**config.mk**
```make
export PLATFORM = sky130hd
export DESIGN_NAME = dcrb_command_bank
export DESIGN_NICKNAME = d
export VERILOG_FILES = /design/src/rtl/dcrb_analog_scale.v /design/src/rtl/dcrb_fault_monitor.v /design/src/rtl/dcrb_command_bank.v
export VERILOG_INCLUDE_DIRS = /design/src /design/src/rtl
export SDC_FILE = /design/constraint.sdc
export NUM_CORES = 1
export LEC_CHECK = 0
export BUFFER_PORTS_ARGS = -buffer_cell sky130_fd_sc_hd__buf_2
export CAP_MARGIN = 20
export CORE_MARGIN = 2
export CORE_UTILIZATION = 61
export CTS_BUF_LIST = sky130_fd_sc_hd__clkbuf_4 sky130_fd_sc_hd__clkbuf_8 sky130_fd_sc_hd__clkbuf_16
export DETAILED_ROUTE_END_ITERATION = 16
export MAX_ROUTING_LAYER = met4
export PLACE_DENSITY = 0.85
export SETUP_SLACK_MARGIN = 0.15
export SYNTH_ARGS = -nofsm -noshare
export SYNTH_HDL_FRONTEND = slang
export SYNTH_HIERARCHICAL = 1
export SYNTH_SLANG_ARGS = --single-unit
export TNS_END_PERCENT = 30
```
**constraint.sdc**
```tcl
create_clock -name mclk_in -period 11.2 [get_ports mclk_in]
set_input_delay 1.68 -clock mclk_in [delete_from_list [all_inputs] [get_ports mclk_in]]
set_output_delay 1.68 -clock mclk_in [all_outputs]
set_load 0.02 [all_outputs]
```
**src/rtl/dcrb_defines.vh**
```
// Purpose: Shared constants of the drive command register bank
// Assumes: Word-addressed 16-bit command registers
// Notes:   Definitions only; included by bare name
`ifndef DCRB_DEFINES_VH
`define DCRB_DEFINES_VH

// ------------------------------------------------------------
// Register word addresses
// ------------------------------------------------------------
`define DCRB_ADDR_RSVD0      16'h0000
`define DCRB_ADDR_OPER       16'h0001
`define DCRB_ADDR_SPEED      16'h0002
`define DCRB_ADDR_GAIN       16'h0003
`define DCRB_ADDR_RSVD4      16'h0004
`define DCRB_ADDR_RSVD5      16'h0005
`define DCRB_ADDR_SETPT      16'h0006
`define DCRB_ADDR_AOUT       16'h0007
`define DCRB_ADDR_RSVD8      16'h0008

// ------------------------------------------------------------
// Operation word field positions
// ------------------------------------------------------------
`define DCRB_BIT_RUN0        0
`define DCRB_BIT_RUN1        1
`define DCRB_BIT_EXTF        2
`define DCRB_BIT_FRST        3
`define DCRB_BIT_MF_LO       4
`define DCRB_BIT_MF_HI       10
`define DCRB_OPER_MASK       16'h07FF

// ------------------------------------------------------------
// Reset values
// ------------------------------------------------------------
`define DCRB_RST_OPER        16'h0000
`define DCRB_RST_SPEED       16'h0000
`define DCRB_RST_GAIN        16'h0000
`define DCRB_RST_SETPT       16'h0000
`define DCRB_RST_AOUT        16'h0000

// ------------------------------------------------------------
// Selection codes and scaling
// ------------------------------------------------------------
`define DCRB_FN_NET_REF      8'h28
`define DCRB_FN_NET_CTRL     8'h29
`define DCRB_AOUT_FULL       16'h4000
`define DCRB_AOUT_SHIFT      14

// ------------------------------------------------------------
// Option fault codes
// ------------------------------------------------------------
`define DCRB_OFC_INCOMPAT    8'h00
`define DCRB_OFC_CONNECTOR   8'h01
`define DCRB_OFC_SELFTEST    8'h03
`define DCRB_OFC_FLASH       8'h04

`endif

```
**src/rtl/dcrb_analog_scale.v**
```verilog
// Purpose: Linear scaling of the analog output level to a DAC code
// Assumes: Level is signed 16-bit, full scale at 4000 hex
// Notes:   Negative clamps to zero, above full scale clamps high
`timescale 1ns/100ps
`include "dcrb_defines.vh"

module dcrb_analog_scale #(
  parameter DAC_W = 12                    // DAC code width
) (
  input  wire             mclk_in,        // System clock
  input  wire             srst_in,        // Sync reset, high
  input  wire [15:0]      level_in,       // Register value
  output reg  [DAC_W-1:0] code_out        // DAC code
);

  // ------------------------------------------------------------
  // Scaling arithmetic
  // ------------------------------------------------------------
  localparam [DAC_W-1:0] FULL_CODE = {DAC_W{1'b1}}; // Top code

  wire [DAC_W+15:0] product;              // Level times top code
  wire [DAC_W+15:0] scaled;               // Product over 4000 hex

  assign product = level_in * FULL_CODE;
  assign scaled  = product >> `DCRB_AOUT_SHIFT;

  // Registered so the DAC sees no glitches
  always @(posedge mclk_in) begin
    if (srst_in) begin
      code_out <= {DAC_W{1'b0}};
    end else if (level_in[15]) begin
      // Negative request: no negative range on the terminal
      code_out <= {DAC_W{1'b0}};
    end else if (level_in >= `DCRB_AOUT_FULL) begin
      code_out <= FULL_CODE;
    end else begin
      code_out <= scaled[DAC_W-1:0];
    end
  end

endmodule // dcrb_analog_scale

```
**src/rtl/dcrb_fault_monitor.v**
```verilog
// Purpose: Latches option card faults and option link loss
// Assumes: Status inputs are levels synchronous to mclk_in
// Notes:   Latched faults clear on a fault reset pulse; set wins
`timescale 1ns/100ps
`include "dcrb_defines.vh"

module dcrb_fault_monitor (
  input  wire       mclk_in,              // System clock
  input  wire       srst_in,              // Sync reset, high
  input  wire       incompat_in,          // Wrong option type
  input  wire       connector_in,         // Bad connector link
  input  wire       selftest_in,          // Self-test failed
  input  wire       flash_mode_in,        // Card in flash mode
  input  wire       link_up_in,           // Option link alive
  input  wire       assigned_in,          // Run and ref on option
  input  wire       clear_in,             // Fault reset pulse
  output reg  [3:0] flags_out,            // 00,01,03,04 latched
  output reg        loss_out,             // Link loss latched
  output reg  [7:0] code_out,             // Highest priority code
  output reg        any_out               // Any option fault
);

  // ------------------------------------------------------------
  // Detection
  // ------------------------------------------------------------
  reg        seen_link;                   // Link was once up
  wire [3:0] raw;                         // Live fault causes
  wire       loss_now;                    // Loss condition now
  wire [3:0] next_flags;                  // Set wins over clear

  assign raw = {flash_mode_in, selftest_in, connector_in,
                incompat_in};
  // Loss counts only once the link came up and only when
  // both run and reference are owned by the option
  assign loss_now = seen_link & ~link_up_in & assigned_in;
  assign next_flags = (flags_out & {4{~clear_in}}) | raw;

  // Latches and priority encode
  always @(posedge mclk_in) begin
    if (srst_in) begin
      seen_link <= 1'b0;
      flags_out <= 4'h0;
      loss_out  <= 1'b0;
      code_out  <= 8'h00;
      any_out   <= 1'b0;
    end else begin
      seen_link <= seen_link | link_up_in;
      flags_out <= next_flags;
      loss_out  <= (loss_out & ~clear_in) | loss_now;
      any_out   <= |next_flags;
      // Lowest code reported first
      if (next_flags[0]) begin
        code_out <= `DCRB_OFC_INCOMPAT;
      end else if (next_flags[1]) begin
        code_out <= `DCRB_OFC_CONNECTOR;
      end else if (next_flags[2]) begin
        code_out <= `DCRB_OFC_SELFTEST;
      end else if (next_flags[3]) begin
        code_out <= `DCRB_OFC_FLASH;
      end else begin
        code_out <= 8'h00;
      end
    end
  end

endmodule // dcrb_fault_monitor

```
**src/rtl/dcrb_command_bank.v**
```verilog
// Purpose: Command register bank of a motor drive option port
// Assumes: One word access per request, synchronous inputs
// Notes:   Reserved words read zero and ignore writes
`timescale 1ns/100ps
`include "dcrb_defines.vh"

// Overview of operation
// - Command registers are readable and writable
// - Style 0: bit 0 forward run
// - Style 0: bit 1 reverse run
// - Style 1: bit 0 run or stop
// - Style 1: bit 1 selects reverse direction
// - Bit 2 raises external fault, follows bit
// - Bits 4-A inputs; input1 code 40 reference
// - Input 2 code 41 selects network control
// - Speed reference in selected display units
// - Gain applied only in volts-per-hertz control
// - Setpoint signed, hundredths of a percent
// - Analog level 4000 hex equals ten volts
// - Incompatible option raises fault code 00
// - Bad connector raises fault code 01
// - Option self-test error raises code 03
// - Option flash mode raises code 04
// - Link loss only when option owns control
module dcrb_command_bank #(
  parameter        DAC_W      = 12,         // Analog DAC width
  parameter [15:0] UNITY_GAIN = 16'h0064    // Gain outside V/f
) (
  input  wire             mclk_in,          // System clock
  input  wire             srst_in,          // Sync reset, high
  // Register port
  input  wire [15:0]      reg_addr_in,      // Word address
  input  wire             reg_wr_in,        // Write strobe
  input  wire             reg_rd_in,        // Read strobe
  input  wire [15:0]      reg_wdata_in,     // Write data
  output reg  [15:0]      reg_rdata_out,    // Read data
  output reg              reg_ack_out,      // Access done
  // Drive parameters
  input  wire             run_command_style_select_in, // Style
  input  wire [7:0]       input1_function_select_in,   // In 1 fn
  input  wire [7:0]       input2_function_select_in,   // In 2 fn
  input  wire [2:0]       speed_unit_select_in,        // Units
  input  wire             vf_control_mode_in,          // V/f on
  // Option card status
  input  wire             option_incompatible_in,      // Wrong card
  input  wire             option_connector_bad_in,     // Link bad
  input  wire             option_selftest_err_in,      // HW error
  input  wire             option_flash_mode_in,        // Flashing
  input  wire             option_link_up_in,           // Comm alive
  input  wire             run_source_option_in,        // Run on opt
  input  wire             ref_source_option_in,        // Ref on opt
  // Decoded commands
  output reg              run_out,          // Motor run request
  output reg              reverse_out,      // Reverse direction
  output reg              network_external_fault_out,  // Ext fault
  output reg              fault_reset_out,  // Fault reset pulse
  output reg  [6:0]       mf_inputs_out,    // Inputs 1 to 7
  output reg              network_reference_select_out, // Ref sel
  output reg              network_control_select_out,   // Ctl sel
  output reg  [15:0]      speed_reference_out,  // Reference value
  output reg  [2:0]       speed_unit_out,   // Its unit code
  output reg  [15:0]      volts_per_hertz_gain_out, // Used gain
  output reg              gain_active_out,  // Register gain used
  output reg  signed [15:0] loop_setpoint_out, // 0.01 % steps
  output wire [DAC_W-1:0] analog_output_code_out, // DAC code
  output wire [3:0]       option_fault_flags_out, // 00,01,03,04
  output wire [7:0]       option_fault_code_out,  // Top code
  output wire             option_fault_out, // Any option fault
  output wire             comm_loss_fault_out // Option link lost
);

  // ------------------------------------------------------------
  // Helper functions
  // ------------------------------------------------------------

  // True when the address names a stored command word
  function is_cmd_word;
    input [15:0] addr;
    begin
      is_cmd_word = (addr == `DCRB_ADDR_OPER)  ||
                    (addr == `DCRB_ADDR_SPEED) ||
                    (addr == `DCRB_ADDR_GAIN)  ||
                    (addr == `DCRB_ADDR_SETPT) ||
                    (addr == `DCRB_ADDR_AOUT);
    end
  endfunction

  // ------------------------------------------------------------
  // Command storage
  // ------------------------------------------------------------
  reg  [15:0] oper_word;                  // Operation and inputs
  reg  [15:0] speed_word;                 // Speed reference
  reg  [15:0] gain_word;                  // Volts per hertz gain
  reg  [15:0] setpt_word;                 // Loop setpoint
  reg  [15:0] aout_word;                  // Analog output level
  reg         frst_prev;                  // Last fault reset bit

  wire        wr_oper;                    // Write to operation
  wire        wr_speed;                   // Write to speed
  wire        wr_gain;                    // Write to gain
  wire        wr_setpt;                   // Write to setpoint
  wire        wr_aout;                    // Write to analog level
  wire [15:0] next_oper;                  // Masked operation word

  assign wr_oper  = reg_wr_in & (reg_addr_in == `DCRB_ADDR_OPER);
  assign wr_speed = reg_wr_in & (reg_addr_in == `DCRB_ADDR_SPEED);
  assign wr_gain  = reg_wr_in & (reg_addr_in == `DCRB_ADDR_GAIN);
  assign wr_setpt = reg_wr_in & (reg_addr_in == `DCRB_ADDR_SETPT);
  assign wr_aout  = reg_wr_in & (reg_addr_in == `DCRB_ADDR_AOUT);

  // Unused bits dropped so a careless master cannot set them
  assign next_oper = reg_wdata_in & `DCRB_OPER_MASK;

  // Word-wide writes; reserved words have no storage
  always @(posedge mclk_in) begin
    if (srst_in) begin
      oper_word  <= `DCRB_RST_OPER;
      speed_word <= `DCRB_RST_SPEED;
      gain_word  <= `DCRB_RST_GAIN;
      setpt_word <= `DCRB_RST_SETPT;
      aout_word  <= `DCRB_RST_AOUT;
    end else begin
      if (wr_oper) begin
        oper_word <= next_oper;
      end
      if (wr_speed) begin
        speed_word <= reg_wdata_in;
      end
      if (wr_gain) begin
        gain_word <= reg_wdata_in;
      end
      if (wr_setpt) begin
        setpt_word <= reg_wdata_in;
      end
      if (wr_aout) begin
        aout_word <= reg_wdata_in;
      end
    end
  end

  // ------------------------------------------------------------
  // Register read port
  // ------------------------------------------------------------

  // One-cycle answer; unknown or reserved words read zero
  always @(posedge mclk_in) begin
    if (srst_in) begin
      reg_rdata_out <= 16'h0000;
      reg_ack_out   <= 1'b0;
    end else begin
      reg_ack_out <= reg_wr_in | reg_rd_in;
      if (reg_rd_in && is_cmd_word(reg_addr_in)) begin
        case (reg_addr_in)
          `DCRB_ADDR_OPER:  reg_rdata_out <= oper_word;
          `DCRB_ADDR_SPEED: reg_rdata_out <= speed_word;
          `DCRB_ADDR_GAIN:  reg_rdata_out <= gain_word;
          `DCRB_ADDR_SETPT: reg_rdata_out <= setpt_word;
          `DCRB_ADDR_AOUT:  reg_rdata_out <= aout_word;
          default:          reg_rdata_out <= 16'h0000;
        endcase
      end else if (reg_rd_in) begin
        // Reserved or unmapped: zero, no side effect
        reg_rdata_out <= 16'h0000;
      end
    end
  end

  // ------------------------------------------------------------
  // Run and direction decode
  // ------------------------------------------------------------
  reg next_run;                           // Decoded run
  reg next_rev;                           // Decoded direction

  // Style 0 treats both bits set as stop, the safe reading
  always @* begin
    next_run = 1'b0;
    next_rev = 1'b0;
    if (run_command_style_select_in) begin
      next_run = oper_word[`DCRB_BIT_RUN0];
      next_rev = oper_word[`DCRB_BIT_RUN1];
    end else begin
      // Forward only, reverse only, or stop
      next_run = oper_word[`DCRB_BIT_RUN0] ^
                 oper_word[`DCRB_BIT_RUN1];
      next_rev = oper_word[`DCRB_BIT_RUN1] &
                 ~oper_word[`DCRB_BIT_RUN0];
    end
  end

  // ------------------------------------------------------------
  // Command outputs
  // ------------------------------------------------------------

  // Registered command outputs, one cycle behind the words
  always @(posedge mclk_in) begin
    if (srst_in) begin
      run_out                      <= 1'b0;
      reverse_out                  <= 1'b0;
      network_external_fault_out   <= 1'b0;
      fault_reset_out              <= 1'b0;
      frst_prev                    <= 1'b0;
      mf_inputs_out                <= 7'h00;
      network_reference_select_out <= 1'b0;
      network_control_select_out   <= 1'b0;
    end else begin
      run_out     <= next_run;
      reverse_out <= next_rev;
      // Fault follows the bit; the master clears by resetting it
      network_external_fault_out <= oper_word[`DCRB_BIT_EXTF];
      // Reset acts on the rising edge only, never held
      frst_prev       <= oper_word[`DCRB_BIT_FRST];
      fault_reset_out <= oper_word[`DCRB_BIT_FRST] & ~frst_prev;
      mf_inputs_out <=
        oper_word[`DCRB_BIT_MF_HI:`DCRB_BIT_MF_LO];
      network_reference_select_out <=
        (input1_function_select_in == `DCRB_FN_NET_REF) &
        oper_word[`DCRB_BIT_MF_LO];
      network_control_select_out <=
        (input2_function_select_in == `DCRB_FN_NET_CTRL) &
        oper_word[`DCRB_BIT_MF_LO+1];
    end
  end

  // ------------------------------------------------------------
  // Reference, gain and setpoint outputs
  // ------------------------------------------------------------

  // Unit code travels with the value so the consumer scales it
  always @(posedge mclk_in) begin
    if (srst_in) begin
      speed_reference_out      <= `DCRB_RST_SPEED;
      speed_unit_out           <= 3'h0;
      volts_per_hertz_gain_out <= UNITY_GAIN;
      gain_active_out          <= 1'b0;
      loop_setpoint_out        <= `DCRB_RST_SETPT;
    end else begin
      speed_reference_out <= speed_word;
      speed_unit_out      <= speed_unit_select_in;
      gain_active_out     <= vf_control_mode_in;
      if (vf_control_mode_in) begin
        volts_per_hertz_gain_out <= gain_word;
      end else begin
        // Other control modes must not see the written gain
        volts_per_hertz_gain_out <= UNITY_GAIN;
      end
      loop_setpoint_out <= $signed(setpt_word);
    end
  end

  // ------------------------------------------------------------
  // Analog output and option fault logic
  // ------------------------------------------------------------
  wire link_owned;                        // Option owns control

  assign link_owned = run_source_option_in &
                      ref_source_option_in;

  // Linear DAC code for the analog output terminal
  dcrb_analog_scale #(
    .DAC_W    (DAC_W)
  ) u_scale (
    .mclk_in  (mclk_in),
    .srst_in  (srst_in),
    .level_in (aout_word),
    .code_out (analog_output_code_out)
  );

  // Option faults cleared by the same fault reset pulse
  dcrb_fault_monitor u_faults (
    .mclk_in       (mclk_in),
    .srst_in       (srst_in),
    .incompat_in   (option_incompatible_in),
    .connector_in  (option_connector_bad_in),
    .selftest_in   (option_selftest_err_in),
    .flash_mode_in (option_flash_mode_in),
    .link_up_in    (option_link_up_in),
    .assigned_in   (link_owned),
    .clear_in      (fault_reset_out),
    .flags_out     (option_fault_flags_out),
    .loss_out      (comm_loss_fault_out),
    .code_out      (option_fault_code_out),
    .any_out       (option_fault_out)
  );

endmodule // dcrb_command_bank

```
; Yosys cells after proc, flatten, opt, wreduce, memory -nomap -nowiden
; Index checks and enable logic that the tools add are counted.
[totals]
output_inout_bits = 108
word_cells = 82
input_bits = 64
regBits = 180
[op_classes]
bitwise_logic = 24
n_reduce_logical = 12
mux = 9
eq_ne = 7
magnitude_cmp = 1
mul = 1
[op_table]
columns = op, n
row1 = $pmux W16 S5, 1
row2 = $eq A16 B2 Y1 const B, 2
row3 = $eq A16 B3 Y1 const B, 2
row4 = $mux W16, 2
row5 = $mul A16 B12 Y26 const B, 1
row6 = $eq A16 B1 Y1 const B, 1
row7 = $eq A8 B6 Y1 const B, 2
row8 = $ge A16 B15 Y1 const B, 1
row9 = $and A1 B1 Y1, 13
row10 = $mux W12, 1
row11 = $reduce_or A4 Y1, 2
row12 = $reduce_or A2 Y1, 3
row13 = $not A1 Y1, 5
row14 = $and A4 B4 Y4, 1
row15 = $logic_or A1 B1 Y1, 4
row16 = $or A4 B4 Y4, 1
row17 = $mux W1, 3
row18 = $mux W3, 1
row19 = $or A1 B1 Y1, 3
row20 = $reduce_or A3 Y1, 1
row21 = $mux W2, 1
row22 = $reduce_bool A2 Y1, 1
row23 = $logic_and A1 B1 Y1, 1
row24 = $xor A1 B1 Y1, 1

; Logic depth before layout (Yosys ltp)
; Gate-level depths: netlist of the first run.
[logic_depth]
ltp_word = 7
depth_mapped = 19
mapped_depth_nobuf = 18

; Cells and area by module
; Netlist of the first run, hierarchy kept.
[by_module_without_submodules]
columns = module, seq_area_each_um2, n_inst, area_per_inst_um2, cells_per_inst
row1 = dcrb_command_bank, 3163.0, 1, 5645.4, 570
row2 = dcrb_analog_scale, 240.2, 1, 4088.9, 425
row3 = dcrb_fault_monitor, 200.2, 1, 385.4, 42

; Least setup slack after synthesis of the first run
; OpenSTA, ideal clock, no wires.
[synth_path]
path_type = register -> register
start = reg aout_word[3]
end = reg u_scale.code_out[6]
period_less_slack_ns = 4.922
setup_slack_ns = 6.278
path_stages_with_launch = 18
setup_time_ns = 0.139
t_arrival_ns = 4.784
path_cell_list = dfxtp_1 > inv_1 > fa_1 > fa_1 > inv_1 > fa_1 > fa_1 > inv_1 > fa_1 > inv_1 > ha_1 > o21ai_0 > o21a_1 > o22a_1 > buf_6 > or4_1 > o31ai_1 > a311oi_1
[synth_between]
elab_chain_len = 2
elab_cells_between_ends = 3
[synth_lines]
columns = item, line_no
row1 = start: declaration, dcrb_command_bank.v:95  ; reg [15:0] aout_word;
row2 = start signal: assignment, dcrb_command_bank.v:121  ; aout_word <= `DCRB_RST_AOUT;
row3 = start signal: assignment, dcrb_command_bank.v:136  ; aout_word <= reg_wdata_in;
row4 = $mul A16 B12 Y26 / $ge A16 B15 Y1 (equally long branches), --
row5 = $mux W12 (*), dcrb_analog_scale.v:34  ; end else if (level_in >= `DCRB_AOUT_FULL) begin
row6 = end signal: assignment, dcrb_analog_scale.v:30  ; code_out <= {DAC_W{1'b0}};
row7 = end signal: assignment, dcrb_analog_scale.v:33  ; code_out <= {DAC_W{1'b0}};
row8 = end signal: assignment, dcrb_analog_scale.v:37  ; code_out <= scaled[DAC_W-1:0];
row9 = end: declaration, dcrb_analog_scale.v:13  ; output reg [DAC_W-1:0] code_out
; Every way passes the cells marked *; elsewhere a longest branch is shown, timed or not.
; A chain may end at the register's enable or synchronous reset.

; Worst setup path after layout of the first run
[layout_path]
start = reg aout_word[11]
end = reg u_scale.code_out[7]
; The elaborated chain is that of the path after synthesis.

==> results of run 1 <==
## layout make-up
type	count	area [sq um]	area share
clock buffer	17	425	0.0366
sequential	180	3600	0.310
tap	220	275	0.0237
clock inverter	15	188	0.0161
timing repair buffer	170	863	0.0742
multi-input combinational	662	5730	0.493
inverter	146	548	0.0471
## power groups by stage
stage                     registers [mW]  clock network (mW)  logic, mW
after global placement             0.659                   0     0.0484
after detailed placement           0.659                   0     0.0491
after global routing               0.645               0.649     0.0537
after floorplan                    0.663                   0     0.0222
final                              0.644               0.618     0.0504
after CTS                          0.645               0.622     0.0493
## cells in the final DEF, fill, tap and decap left out, types with 5 or more instances in the layout
cell       instances
a22oi_1            5
a21oi_1           68
inv_6              5
and2_1            15
fa_1              97
o21ai_0           43
inv_1            145
nor3_1             8
o21bai_1           6
conb_1             5
xnor2_1            9
a222oi_1           6
nand2b_1          14
dfxtp_1          180
nand2_1           77
buf_2            165
nor2_1            60
ha_1              47
or4_1              5
a22o_1             5
nor2b_1           58
mux2i_1           31
clkbuf_16         17
buf_4              5
mux4_2             5
a31oi_1            7
a221oi_1          17
## through the flow
step | hold WS (ns) | setup WS [ns] | area, sq um | total power, mW | cells
floorplan | 0.367 | 6.28 | 10100 | 0.686 | 1041
global placement | 0.374 | 6.00 | 11000 | 0.708 | 1376
detailed placement | 0.378 | 5.95 | 11000 | 0.708 | 1378
CTS | 0.389 | 5.81 | 11600 | 1.32 | 1410
global route | 0.403 | 5.52 | 11600 | 1.35 | 1410
finish | 0.387 | 5.77 | 11600 | 1.31 | 1410
## sequential cells by signal, indices dropped and copies added (netlist names), 4 cells and up
| register | cells |
|---|---|
| mf_inputs_out | 7 |
| reg_rdata_out | 16 |
| gain_word | 16 |
| u_scale/code_out | 12 |
| speed_word | 16 |
| aout_word | 16 |
| setpt_word | 16 |
| loop_setpoint_out | 16 |
| u_faults/flags_out | 4 |
| oper_word | 11 |
| volts_per_hertz_gain_out | 16 |
| speed_reference_out | 16 |
## routing by layer
metal / track usage / part of all wire
met5: - / 0
met2: 0.478 / 0.49
met4: 0.111 / 0.024
met1: 0.401 / 0.41
met3: 0.0513 / 0.079
## path summary, 6_finish.rpt
path / slack [ns] / from / cells past startpoint / to
hold reg to reg: 0.39 / frst_prev / 1 / fault_reset_out
setup / recovery: 5.77 / aout_word[11] / 16 / u_scale/code_out[7]
setup reg to reg: 5.77 / aout_word[11] / 16 / u_scale/code_out[7]
hold / removal: 0.39 / frst_prev / 1 / fault_reset_out
## logic make-up (layout without fill, tap and decap cells)
kind of cell | count (synthesis) | in the layout | share of synthesized area
AOI/OAI and AO/OA | 192 | 192 | 0.122
xor gates and xnor gates | 10 | 10 | 0.00866
adders and majority gates | 144 | 144 | 0.250
buffers and inverters | 199 | 348 | 0.0794
DFF | 180 | 180 | 0.356
muxes | 36 | 36 | 0.0418
other | 1 | 5 | 0.000371
and+or+nand+nor | 275 | 275 | 0.141
==> flow_summary.json, run 1 <==
{
  "slowest_delay_ns": 0.66,
  "first_pass_iters": 8,
  "fin_nets": 1385,
  "grtUsageTotal": 0.304,
  "rsz0062_at_grt": "no",
  "maxSlewHeadroom": 0.288,
  "drc": 0,
  "peakVddDrop_mv": 0.111,
  "dieArea_sq_um": 17600,
  "overflow": 0,
  "ys_seq_elements": 180,
  "cts_buffers": 17,
  "gp_congestion": 0.953,
  "io_buffers": 166,
  "synthArstFlopShare": 0,
  "cts_max_path_buffers": 2,
  "path_cells": "inv_1 > fa_1 > fa_1 > inv_1 > fa_1 > fa_1 > inv_1 > fa_1 > inv_1 > ha_1 > and4_1 > o2111ai_1 > o21ai_1 > o21ai_1 > and4_1 > nor4_1",
  "drt-total-wl_um": 25300,
  "ys_types": 70,
  "crit_path_end_kind": "register",
  "cp_common_cell": "fa_1",
  "cp.buffers_inverters": 4,
  "clk_latency_ns": 0.44,
  "finalMaxSlewViolations": 0,
  "fill_cells": 1223,
  "die_h_um": 133,
  "numClockSinks": 180,
  "h-tree-depth": 4,
  "tightest_slew_ns": 1.06,
  "ys_warn_count": 6,
  "final.setup.tns_ns": 0,
  "ys_seq_area_frac": 0.356,
  "grt_pass1_vias": 7814,
  "synthTopCellsByArea": "dfxtp_1 (36%), fa_1 (19%), ha_1 (5.8%)",
  "grt_max_degree": 79,
  "cts_hold_buf": 0,
  "drive_gt1_frac": 0.189,
  "routed_via_density": 5.66,
  "finClkSkew_ns": 0.0127,
  "synth_edf_count": 0,
  "start_util": 0.617,
  "dp_hpwl_um": 18900,
  "die_x_um": 133,
  "synthTopCellsByCount": "dfxtp_1 (180), inv_1 (145), fa_1 (97), nand2_1 (77), a21oi_1 (68)",
  "post_cts_resized": 0,
  "intPower_mw": 0.998,
  "ant_nets": 0,
  "yosys.area.top_type": "dfxtp_1",
  "fin_crit_sh": 0.485,
  "cp_max_fo": 9,
  "cp.arrival_ns": 5.77,
  "max_freq_mhz": 184,
  "final_hold_viol_count": 0,
  "syn_avg_cell_area_sq_um": 9.76,
  "via_count": 7987,
  "fin_util": 0.709,
  "syn_inst": 1037,
  "drt-wirelength-per-cell_um": 17.9,
  "status": "completed",
  "cp-start-kind": "register",
  "power_switching_mw": 0.314,
  "min_period_ns": 5.43,
  "core_area_sq_um": 16400,
  "grt_pass1_wl_um": 40700,
  "io_pins": 172,
  "clockRootBuffer": "clkbuf_16",
  "critPathSlowestCell": "fa_1",
  "powerDensity_nw_per_um2": 113,
  "yosysTopAreaCellShare": 0.356,
  "cp.required_ns": 11.54,
  "drtIter0Drc": 737,
  "seqPwrFrac": 0.491,
  "power_frac_clock": 0.471,
  "hp-class": "register to register",
  "swShare": 0.239,
  "antenna_found_initial": 0,
  "setup_viol_count_final": 0,
  "path_clk_slew_ns": 0.08,
  "cts_setup_buffers": 0,
  "path_delay_family": "adder cells",
  "yosysMostFrequentCell": "dfxtp_1",
  "synth_ff_type": "dfxtp_1",
  "drv_cap": 0,
  "power_frac_comb": 0.038,
  "synth_area_sq_um": 10100,
  "criticalPathCategory": "register to register",
  "p_leak_nw": 5.35,
  "antennaDiodeCount": 0,
  "area_delta_synth_final_pct": 15.0,
  "cts_tree": "done",
  "rows": 47
}
(Power assumes the default switching activity.)
==> inputs of run 2 (changes only) <==
--- a/config.mk
+++ b/config.mk
@@ -9,11 +9,11 @@
 export BUFFER_PORTS_ARGS = -buffer_cell sky130_fd_sc_hd__buf_2
 export CAP_MARGIN = 20
 export CORE_MARGIN = 2
-export CORE_UTILIZATION = 61
+export CORE_UTILIZATION = 57
 export CTS_BUF_LIST = sky130_fd_sc_hd__clkbuf_4 sky130_fd_sc_hd__clkbuf_8 sky130_fd_sc_hd__clkbuf_16
 export DETAILED_ROUTE_END_ITERATION = 16
 export MAX_ROUTING_LAYER = met4
-export PLACE_DENSITY = 0.85
+export PLACE_DENSITY = 0.8
 export SETUP_SLACK_MARGIN = 0.15
 export SYNTH_ARGS = -nofsm -noshare
 export SYNTH_HDL_FRONTEND = slang
==> constraint.sdc (replaced) <==
create_clock -name mclk_in -period 5.7 [get_ports mclk_in]
set_input_delay 0.855 -clock mclk_in [delete_from_list [all_inputs] [get_ports mclk_in]]
set_output_delay 0.855 -clock mclk_in [all_outputs]
set_load 0.02 [all_outputs]
==> run 2 against run 1 <==
  * Combinational power up 95%
  * Register-to-register slack got worse by 5.4 ns
  * Flip-flop and latch count did not move
  * Maximum frequency rose by 2.2%
  * Power grew 93%
  * Largest cell class unchanged
  * Critical path depth stayed put
  * Clock skew down 0.0047 ns
  * Critical endpoint unchanged
  * Wire length decreased by 2.9%
==> flow_summary.json, run 2 (synthesis results as in run 1) <==
{
  "area_delta_synth_final_pct": 15.0,
  "grt_pass1_wl_um": 38900,
  "drc": 0,
  "antenna_found_initial": 0,
  "path_clk_slew_ns": 0.07,
  "overflow": 0,
  "slowest_delay_ns": 0.68,
  "path_cells": "fa_2 > inv_1 > fa_1 > inv_1 > fa_1 > fa_1 > inv_1 > fa_1 > inv_1 > ha_1 > and4_1 > o2111ai_1 > o21ai_1 > o21ai_1 > and4_1 > nor4_1",
  "layout_commonest_cell": "dfxtp_1",
  "routed_via_density": 5.61,
  "fin_crit_sh": 0.933,
  "cts_buffers": 17,
  "finClkSkew_ns": 0.00798,
  "start_util": 0.583,
  "power.total_mw": 2.54,
  "pre_cts_slack_ns": 0.414,
  "grtUsageTotal": 0.276,
  "p_leak_nw": 5.33,
  "cp_max_fo": 6,
  "dieArea_sq_um": 18800,
  "cts_setup_buffers": 0,
  "cts_tree": "done",
  "place_inst": 1384,
  "critPathSlowestCell": "fa_2",
  "gp_congestion": 0.967,
  "max_freq_mhz": 188,
  "rsz0062_at_grt": "yes",
  "criticalPathCategory": "register to register",
  "die_x_um": 137,
  "path_delay_family": "adder cells",
  "cp-start-kind": "register",
  "peakVddDrop_mv": 0.240,
  "core_area_sq_um": 17400,
  "clockRootBuffer": "clkbuf_16",
  "status": "completed",
  "cp.buffers_inverters": 4,
  "drtIter0Drc": 593,
  "antennaDiodeCount": 0,
  "grt_max_degree": 84,
  "powerDensity_nw_per_um2": 218,
  "io_buffers": 166,
  "clk_latency_ns": 0.44,
  "fill_cells": 1345,
  "drv_cap": 0,
  "drt-total-wl_um": 24500,
  "rows": 48,
  "cts_max_path_buffers": 2,
  "maxSlewHeadroom": 0.275,
  "cp.arrival_ns": 5.64,
  "final.setup.worst_slack_ns": 0.382,
  "h-tree-depth": 4,
  "drive_gt1_frac": 0.193,
  "ant_nets": 0,
  "final.setup.tns_ns": 0,
  "final-seq-area_sq_um": 3600,
  "fin_nets": 1386,
  "final_hold_viol_count": 0,
  "hp-class": "register to register",
  "setup_viol_count_final": 0,
  "cp.required_ns": 6.03,
  "post_cts_resized": 0,
  "drt-wirelength-per-cell_um": 17.3,
  "final_cell_mix": "dfxtp_1 (179), buf_2 (165), inv_1 (145)",
  "cts_hold_buf": 0,
  "via_count": 7947,
  "tightest_slew_ns": 1.08,
  "finalMaxSlewViolations": 0,
  "numClockSinks": 180,
  "multiInputGateArea_sq_um": 5740,
  "crit_path_end_kind": "register",
  "min_period_ns": 5.32,
  "dp_hpwl_um": 18800,
  "grt_pass1_vias": 7715,
  "io_pins": 172,
  "r2r_setup_slack_ns": 0.38,
  "die_h_um": 137,
  "first_pass_iters": 5,
  "stdcell_count": 1416
}
==> run 2: cell type report <==
| cell class | instances | area share |
|---|---|---|
| Clock buffer | 18 | 0.0377 |
| Multi-Input combinational cell | 662 | 0.493 |
| Tap cell | 225 | 0.0242 |
| Inverter | 146 | 0.0471 |
| Timing Repair Buffer | 171 | 0.0748 |
| Clock inverter | 14 | 0.0134 |
| Sequential cell | 180 | 0.310 |
==> run 2: metal layers <==
| metal | share of wire | global-route usage | up-vias |
|---|---|---|---|
| met5 | 0 | - | - |
| met4 | 0.020 | 0.0836 | 0 |
| met3 | 0.072 | 0.0482 | 43 |
| met2 | 0.50 | 0.455 | 369 |
| met1 | 0.41 | 0.351 | 3843 |
| li1 | - | - | 3692 |
==> run 2: worst paths after layout <==
| path | start | endpoint | cells past startpoint |
|---|---|---|---|
| max | aout_word[6] | u_scale/code_out[7] | 16 |
| min | frst_prev | fault_reset_out | 1 |
| max reg2reg | aout_word[6] | u_scale/code_out[7] | 16 |
| min reg2reg | frst_prev | fault_reset_out | 1 |
==> run 2: per-stage QoR <==
stage / hold WS [ns] / cell area (sq um) / utilization
floorplan: 0.367 / 10100 / -
global placement: 0.376 / 11000 / 0.636
detailed placement: 0.377 / 11000 / 0.636
CTS: 0.395 / 11600 / 0.670
global route: 0.408 / 11600 / 0.671
finish: 0.393 / 11600 / 0.671
==> run 2: power breakdown <==
part | internal, mW | leakage, nW | switching (mW) | total (mW)
Combinational | 0.0321 | 3.60 | 0.0661 | 0.0982
Clock | 0.600 | 0.281 | 0.572 | 1.17
Sequential | 1.26 | 1.45 | 0.00289 | 1.27
